==> config.mk <==
export PLATFORM = sky130hd
export DESIGN_NAME = cmlr_manager_flat
export DESIGN_NICKNAME = d
export VERILOG_FILES = /design/src/core/cmlr_pkg.sv /design/src/core/cmlr_if.sv /design/src/core/cmlr_manager.sv /design/src/flat_wrapper.sv
export SDC_FILE = /design/constraint.sdc
export NUM_CORES = 1
export LEC_CHECK = 0
export BUFFER_PORTS_ARGS = -buffer_cell sky130_fd_sc_hd__buf_2
export CAP_MARGIN = 5
export CORE_ASPECT_RATIO = 0.9
export CORE_MARGIN = 3
export CORE_UTILIZATION = 55
export DETAILED_ROUTE_END_ITERATION = 10
export PLACE_DENSITY = 0.82
export SLEW_MARGIN = 10
export SYNTH_ARGS = -nofsm -noshare
export SYNTH_HDL_FRONTEND = slang
export SYNTH_SLANG_ARGS = --single-unit
==> constraint.sdc <==
create_clock -name clk -period 5.2 [get_ports clk]
set_input_delay 0.52 -clock clk [delete_from_list [all_inputs] [get_ports clk]]
set_output_delay 0.52 -clock clk [all_outputs]
set_load 0.02 [all_outputs]
==> src/core/cmlr_pkg.sv <==
// Package of constants shared by the clock manager lock and reset model ends
package cmlr_pkg;
  // Default count of stable reference edges before lock is declared
  localparam int unsigned LOCK_COUNT_DEF   = 5000;
  // Extra multiplier on lock time when the synthesizer is enabled
  localparam int unsigned FS_LOCK_SCALE    = 4;
  // Lock indicator must fall within this many reference edges of reset
  localparam int unsigned RST_DROP_EDGES   = 4;
  // Reference period window, in clk cycles, counted as in limits
  localparam int unsigned REF_PER_MIN_DEF  = 2;
  localparam int unsigned REF_PER_MAX_DEF  = 64;
  // Width of the delay tap and phase offset values
  localparam int unsigned TAP_W            = 8;
  localparam logic [7:0]  TAP_RESET        = 8'h00;
  localparam logic [7:0]  PHASE_INIT_DEF   = 8'h00;
  // Least reset pulse time and the cycles it needs at 50 MHz
  localparam int unsigned CLK_PERIOD_NS    = 20;
  localparam int unsigned RST_MIN_NS       = 2;
  localparam int unsigned RST_MIN_CYC      =
    (RST_MIN_NS + CLK_PERIOD_NS - 1) / CLK_PERIOD_NS < 1 ? 1 :
    (RST_MIN_NS + CLK_PERIOD_NS - 1) / CLK_PERIOD_NS;
  // Reset sequencer hold length on the user side, in clk cycles
  localparam int unsigned USER_RST_HOLD    = 8;
  // Reference stable count needed by the user side before releasing reset
  localparam int unsigned USER_STABLE_EDGES = 16;
endpackage

==> src/core/cmlr_if.sv <==
// Interface joining the clock manager model and its user-side logic
`timescale 1ns/1ps
`default_nettype none
interface cmlr_if;
  logic mgr_reset;      // Active-high manager reset from user logic
  logic lock;           // Lock indicator from the manager
  logic config_done;    // Configuration completion released by the manager
  logic ref_stable;     // Reference clock seen stable, from manager edge monitor
  modport manager (input mgr_reset, output lock, output config_done, output ref_stable);
  modport user    (output mgr_reset, input lock, input config_done, input ref_stable);
endinterface
`default_nettype wire

==> src/core/cmlr_manager.sv <==
// Clock manager lock acquisition and reset behaviour model
//
// Function
// - Lock low after config and during reset
// - Always start acquiring after configuration
// - User holds reset until reference stable
// - Loop locks on aligned reference/feedback edges
// - Synthesizer locks on valid reference frequency
// - Lock takes thousands; synthesizer takes longer
// - Lock high when all enabled functions locked
// - User ignores output clocks while unlocked
// - Keep adjusting taps while reference in limits
// - Reference far out of limits drops lock
// - No automatic reacquire after losing lock
// - User resets manager on lock loss
// - Reset asynchronous, returns post-configuration state (model: state returns at the next clk edge; only lock drops at once)
// - Reset active high, at least 2 ns
// - User resets on reference frequency change
// - External feedback: hold reset after configuration
// - Lock drops within four reference cycles
// - Reset returns delay tap to zero
// - Reset restores initial phase offset
// - Optional hold of configuration until lock
`timescale 1ns/1ps
`default_nettype none
module cmlr_manager #(
  parameter int unsigned LOCK_COUNT  = cmlr_pkg::LOCK_COUNT_DEF,
  parameter int unsigned REF_PER_MIN = cmlr_pkg::REF_PER_MIN_DEF,
  parameter int unsigned REF_PER_MAX = cmlr_pkg::REF_PER_MAX_DEF,
  parameter logic [7:0]  PHASE_INIT  = cmlr_pkg::PHASE_INIT_DEF
) (
  // Clock and power-on reset (end of configuration)
  input  wire logic       clk,
  input  wire logic       resetn,
  // Sampled clock pins
  input  wire logic       reference_clock_in,
  input  wire logic       feedback_clock_in,
  // Options
  input  wire logic       hold_config_until_lock,
  input  wire logic       loop_enable,
  input  wire logic       synth_enable,
  // Status
  output logic [7:0]      delay_tap,
  output logic [7:0]      phase_offset,
  output logic            lost_lock,
  // Link to user side
  cmlr_if.manager         link
);
  // Parameter checks at time zero
  initial
  begin
    if (LOCK_COUNT < 1 || REF_PER_MIN < 1 || REF_PER_MAX <= REF_PER_MIN)
      $error("cmlr_manager: bad parameters");
  end

  localparam int unsigned CW = $clog2(LOCK_COUNT * cmlr_pkg::FS_LOCK_SCALE + 2);
  localparam int unsigned PW = $clog2(REF_PER_MAX + 2);

  typedef enum logic [1:0] {CMLR_ACQUIRE, CMLR_LOCKED, CMLR_LOST} cmlr_state_t;

  // Pin synchronisers; first stages are read only by second stages
  logic [1:0] ref_sync_reg;
  logic [1:0] fb_sync_reg;
  logic [1:0] rst_sync_reg;
  logic       ref_prev_reg;
  logic       fb_prev_reg;
  always_ff @(posedge clk or negedge resetn)
  begin
    if (!resetn)
    begin
      ref_sync_reg <= 2'h0;
      fb_sync_reg  <= 2'h0;
      rst_sync_reg <= 2'h0;
      ref_prev_reg <= 1'b0;
      fb_prev_reg  <= 1'b0;
    end
    else
    begin
      ref_sync_reg <= {ref_sync_reg[0], reference_clock_in};
      fb_sync_reg  <= {fb_sync_reg[0], feedback_clock_in};
      rst_sync_reg <= {rst_sync_reg[0], link.mgr_reset};
      ref_prev_reg <= ref_sync_reg[1];
      fb_prev_reg  <= fb_sync_reg[1];
    end
  end

  // Reference and feedback rising edges, and the sampled reset
  logic ref_rise;
  logic fb_rise;
  logic mrst;
  assign ref_rise = ref_sync_reg[1] & ~ref_prev_reg;
  assign fb_rise  = fb_sync_reg[1] & ~fb_prev_reg;
  // Raw pin also forces state so reset acts at the first clock edge it is high, ahead of the synchroniser
  assign mrst     = rst_sync_reg[1] | link.mgr_reset;

  // Lock state, counters and tap/phase registers
  cmlr_state_t     state_reg,  state_next;
  logic [CW-1:0]   cnt_reg,    cnt_next;
  logic [PW-1:0]   per_reg,    per_next;
  logic [7:0]      tap_reg,    tap_next;
  logic [7:0]      phase_reg,  phase_next;
  logic            fb_seen_reg, fb_seen_next;
  logic            per_good_reg, per_good_next;
  logic [CW-1:0]   target;
  logic            per_ok;
  logic            per_bad;

  // Synthesizer lock takes longer
  assign target  = synth_enable ? CW'(LOCK_COUNT * cmlr_pkg::FS_LOCK_SCALE) : CW'(LOCK_COUNT);
  // Reference period inside window means a valid frequency
  assign per_ok  = (per_reg >= PW'(REF_PER_MIN)) && (per_reg <= PW'(REF_PER_MAX));
  // Stall or far too fast counts as well out of limits
  assign per_bad = (per_reg > PW'(REF_PER_MAX)) || (ref_rise && per_reg < PW'(REF_PER_MIN));

  // Next-state logic for lock acquisition
  always_comb
  begin
    state_next   = state_reg;
    cnt_next     = cnt_reg;
    tap_next     = tap_reg;
    phase_next   = phase_reg;
    fb_seen_next = fb_seen_reg;
    per_next     = ref_rise ? PW'(0) : (per_reg > PW'(REF_PER_MAX) ? per_reg : per_reg + PW'(1));
    // Last whole period in window; a stalled reference clears it
    per_good_next = ref_rise ? per_ok : (per_reg > PW'(REF_PER_MAX) ? 1'b0 : per_good_reg);
    if (fb_rise && !ref_rise)
      fb_seen_next = 1'b1;
    if (ref_rise)
      fb_seen_next = 1'b0;
    if (mrst)
    begin
      // Back to post-configuration state; resets tap and phase
      state_next   = CMLR_ACQUIRE;
      cnt_next     = '0;
      tap_next     = cmlr_pkg::TAP_RESET;
      phase_next   = PHASE_INIT;
      // Period monitor keeps running so the user can see the reference settle
      fb_seen_next = 1'b0;
    end
    else
    begin
      unique case (state_reg)
        CMLR_ACQUIRE:
        begin
          // Acquire regardless of reference validity, except that synthesizer counts need per_ok
          if (ref_rise)
          begin
            // Loop alignment: feedback edge coincides with reference edge
            if ((!loop_enable || fb_rise) && (!synth_enable || per_ok))
              cnt_next = cnt_reg + CW'(1);
            else
            begin
              cnt_next = '0;
              // Step delay to pull feedback toward reference
              if (loop_enable)
                tap_next = fb_seen_reg ? tap_reg + 8'h01 : tap_reg - 8'h01;
            end
          end
          if (cnt_reg >= target)
            state_next = CMLR_LOCKED; // All enabled functions locked
        end
        CMLR_LOCKED:
        begin
          if (per_bad)
            state_next = CMLR_LOST;
          else if (ref_rise && loop_enable && !fb_rise)
            tap_next = fb_seen_reg ? tap_reg + 8'h01 : tap_reg - 8'h01;
        end
        CMLR_LOST:
          state_next = CMLR_LOST; // Waits for reset only
      endcase
    end
  end

  // State registers; power-on reset models end of configuration
  always_ff @(posedge clk or negedge resetn)
  begin
    if (!resetn)
    begin
      state_reg   <= CMLR_ACQUIRE;
      cnt_reg     <= '0;
      per_reg     <= '0;
      tap_reg     <= cmlr_pkg::TAP_RESET;
      phase_reg   <= PHASE_INIT;
      fb_seen_reg <= 1'b0;
      per_good_reg <= 1'b0;
    end
    else
    begin
      state_reg   <= state_next;
      cnt_reg     <= cnt_next;
      per_reg     <= per_next;
      tap_reg     <= tap_next;
      phase_reg   <= phase_next;
      fb_seen_reg <= fb_seen_next;
      per_good_reg <= per_good_next;
    end
  end

  // Configuration completion register; released once and then held
  logic done_reg, done_next;
  always_comb
  begin
    done_next = done_reg | ~hold_config_until_lock | (state_reg == CMLR_LOCKED);
  end
  always_ff @(posedge clk or negedge resetn)
  begin
    if (!resetn)
      done_reg <= 1'b0;
    else
      done_reg <= done_next;
  end

  // Lock gated by raw reset: drops well inside four reference edges
  assign link.lock       = (state_reg == CMLR_LOCKED) & ~link.mgr_reset;
  assign link.config_done = done_reg;
  assign link.ref_stable = per_good_reg; // Steady level, not the running count
  assign delay_tap       = tap_reg;
  assign phase_offset    = phase_reg;
  assign lost_lock       = (state_reg == CMLR_LOST);
endmodule // cmlr_manager
`default_nettype wire

==> src/flat_wrapper.sv <==
// flat-port wrapper written by rule: the top's interface ports become plain ports
module cmlr_manager_flat 
#(
  parameter int unsigned LOCK_COUNT  = cmlr_pkg::LOCK_COUNT_DEF,
  parameter int unsigned REF_PER_MIN = cmlr_pkg::REF_PER_MIN_DEF,
  parameter int unsigned REF_PER_MAX = cmlr_pkg::REF_PER_MAX_DEF,
  parameter logic [7:0]  PHASE_INIT  = cmlr_pkg::PHASE_INIT_DEF
)
  (clk, resetn, reference_clock_in, feedback_clock_in, hold_config_until_lock, loop_enable, synth_enable, delay_tap, phase_offset, lost_lock, link_mgr_reset, link_lock, link_config_done, link_ref_stable);
  cmlr_if link_i ();
  input  wire logic clk;
  input  wire logic resetn;
  input  wire logic reference_clock_in;
  input  wire logic feedback_clock_in;
  input  wire logic hold_config_until_lock;
  input  wire logic loop_enable;
  input  wire logic synth_enable;
  output logic [7:0] delay_tap;
  output logic [7:0] phase_offset;
  output logic lost_lock;
  input wire logic [$bits(link_i.mgr_reset)-1:0] link_mgr_reset;
  output wire logic [$bits(link_i.lock)-1:0] link_lock;
  output wire logic [$bits(link_i.config_done)-1:0] link_config_done;
  output wire logic [$bits(link_i.ref_stable)-1:0] link_ref_stable;
  assign link_i.mgr_reset = link_mgr_reset;
  assign link_lock = link_i.lock;
  assign link_config_done = link_i.config_done;
  assign link_ref_stable = link_i.ref_stable;
  cmlr_manager #(.LOCK_COUNT(LOCK_COUNT), .REF_PER_MIN(REF_PER_MIN), .REF_PER_MAX(REF_PER_MAX), .PHASE_INIT(PHASE_INIT)) u_core (.clk(clk), .resetn(resetn), .reference_clock_in(reference_clock_in), .feedback_clock_in(feedback_clock_in), .hold_config_until_lock(hold_config_until_lock), .loop_enable(loop_enable), .synth_enable(synth_enable), .delay_tap(delay_tap), .phase_offset(phase_offset), .lost_lock(lost_lock), .link(link_i));
endmodule
==> flow_summary_export.csv <==
group,metric,value,unit
sta,whs,0.319,ns
global_route,use_met1,26.0,%
critical_path,path_cells,"or4_4, o21ai_1, a31oi_4, o22ai_4, o21ai_0, o41ai_1",
sta,fmax,0.398,GHz
cells_and_area,nFillCells,360,
route,num_vias,1937,
sta,fin_worst_skew,0.0109,ns
cells_and_area,areaGrowthSynthToFinish,7.08,%
power,leakage,1.31,nW
global_route,grt_use_total,18.6,%
placed_design,io_buffers,19,
sta,fin_setup_tns,0,ns
route,post_drt_wl_per_cell,14.2,um
sta,grt_setup_unrepaired,"false",
floorplanning,design.core.area,4290,um2
clocking,cts_buffers,5,
critical_path,crit_start,"u_core.per_reg[5]",
sta,final_hold_viol_count,0,
sta,worst_pin_slew,0.953,ns
floorplanning,die_area,5550,um2
sta,fin_ws,2.69,ns
synthesis,synth_edf_count,0,
run,maxCapViolCount,0,
route,wirelength,4.91,mm
critical_path,max_stage_delay,0.57,ns
synthesis,synthCells,268,
floorplanning,row_count,22,
cells_and_area,antennaDiodeCount,0,
sta,relSlewSlack,36.3,%
cells_and_area,final_cell_mix,"43 x dfrtp_1, 32 x nand2_1, 22 x o21ai_0, 21 x ha_1, 19 x buf_2",
global_route,grt_pass1_vias,1763,
clocking,postCtsHoldBufs,0,
route,drt_iter0_drc,105,
synthesis,syn_area,2580,um2
clocking,clkTransAtPathRegs,0.08,ns
clocking,cts-root-buf,"clkbuf_8",
sta,fin_crit_sh,48.3,%
cells_and_area,largest_reg_flops,15,
floorplanning,die_w,78.2,um
floorplanning,start_util,60.1,%
critical_path,crit_type,"reg2reg",
worst_hold_path,min-delay-start,"reference_clock_in",
clocking,cts_sinks,43,
clocking,cts_tree,"done",
route,drc,0,
power,peakVddDrop,0.000277,V
global_route,groute.layer.met3.usage,4.07,%
synthesis,syn_avg_cell_area,9.63,um2
global_route,use_met2,27.8,%
critical_path,cp-start-kind,"flip-flop",
clocking,cts_resized,0,
synthesis,synthArstFlopShare,100,%
sta,finalCriticalPeriod,2.51,ns
synthesis,ys.flop_type,"dfrtp_1",
status,status,"finished, final reports clean",
critical_path,crit_path_end_kind,"flip-flop",
global_route,grt_max_degree,44,
clocking,htreeDepth,2,
route,drtPass1Iterations,4,
placed_design,dp_hpwl,3.43,mm
power,power,981,uW
global_route,antenna_found_initial,0,
synthesis,yosysWarnings,0,
synthesis,synth-seq-cells,43,
cells_and_area,final_layout_size_suffix_gt1_share,12.9,%
power,p_per_area,355,nW/um2
cells_and_area,final_common_cell,"dfrtp_1",
critical_path,cp_max_fo,17,
synthesis,yosysUniqueCellTypes,47,
synthesis,ys_seq_area_share,41.7,%
global_route,top_usage_layer,"met2",
global_route,gr-total-overflow,0,
global_route,grt_pass1_wl,8.20,mm
clocking,cts_buffer_depth,2,
placed_design,gp_congestion,0.830,
floorplanning,top_level_ports,28,
clocking,postCtsSetupRepairBufs,0,
sta,setup_viol,0,
worst_hold_path,hp-class,"in2reg",
route,ant_nets,0,
critical_path,cp_slowest_cell,"or4_4",
critical_path,r2r_start,"u_core.per_reg[5]",
cells_and_area,fin_area,2760,um2
cells_and_area,num-nets-final,316,
placed_design,place_ws,2.56,ns
clocking,clock_latency,0.30,ns
placed_design,place_area,2680,um2
route,avgViaCountPerCell,5.60,
critical_path,cp.required,5.40,ns
critical_path,crit_arrival,2.71,ns
sta,slew_violations,0,
floorplanning,die_y,71.0,um
[cells by family after synthesis]
logic type | synth area share, %
AND/OR/NAND/NOR | 15.9
AO/OA/AOI/OAI | 21.2
flip-flops | 41.7
buffers and inverters | 5.77
adder cells (fa/ha/maj) | 11.0
XOR/XNOR | 3.05
multiplexers | 1.21
other | 0.145
[cell usage after synthesis (2+ instances only)]
cell type,instances,area (um2)
nor3_1,5,25.0
o31ai_2,2,25.0
nand2b_1,4,25.0
o21a_1,4,30.0
mux2i_1,2,20.0
inv_1,14,52.6
nand2_1,32,120
nand4_1,4,25.0
o21ai_0,22,110
o41ai_2,3,48.8
buf_4,8,60.1
nor2_1,15,56.3
ha_1,21,263
o31ai_1,7,52.6
nor2b_1,8,50.1
nand3_1,7,35.0
and3_1,6,37.5
a211oi_1,6,45.0
dfrtp_1,43,1080
a21o_1,5,37.5
xnor2_1,2,17.5
xor2_1,7,61.3
a31oi_1,3,18.8
buf_2,2,10.0
a21oi_1,12,60.1
clkbuf_1,3,11.3
[stage by stage]
stage          std cells  util, %
2_1_floorplan        275        -
3_3_place_gp         339     62.4
3_5_place_dp         339     62.4
4_1_cts              346     64.4
5_1_grt              346     64.4
6_report             346     64.4
[path summary, 6_finish.rpt]
check | endpoint | slack [ns] | depth (start not counted)
setup / recovery | u_core.delay_tap[7] | 2.69 | 6
hold / removal | u_core.ref_sync_reg[0] | 0.32 | 1
setup reg to reg | u_core.delay_tap[7] | 2.69 | 6
hold reg to reg | u_core.ref_sync_reg[1] | 0.36 | 0
max in group asynchronous | u_core.cnt_reg[6] | 4.26 | 1
min in group asynchronous | u_core.per_reg[2] | 0.34 | 1
[routing by layer]
metal  wire, um  share of wire (%)
met5          0                  0
met4        108                2.2
met3        238                4.8
met2       2170                 44
met1       2400                 49
[power breakdown]
group,internal (mW),switching [mW]
combinational,0.146,0.218
sequential,0.374,0.0369
clock,0.0918,0.114
[final cells by class]
cell class | instances | area, um2 | share of cell area (%)
clock inverter | 2 | 13.8 | 0.498
sequential | 43 | 1080 | 38.9
timing repair buffer | 19 | 95.1 | 3.44
tap | 60 | 75.1 | 2.72
clock buffer | 5 | 68.8 | 2.49
multi-input combinational | 203 | 1380 | 50.0
inverter | 14 | 52.6 | 1.90
[worst max-delay path: cells and delay by family (launching register included)]
kind,cells,cell delay [ns]
AO/OA/AOI/OAI,5,1.43
flip-flops,1,0.42
AND/OR/NAND/NOR,1,0.57
Power figures use the tool's default switching activity.
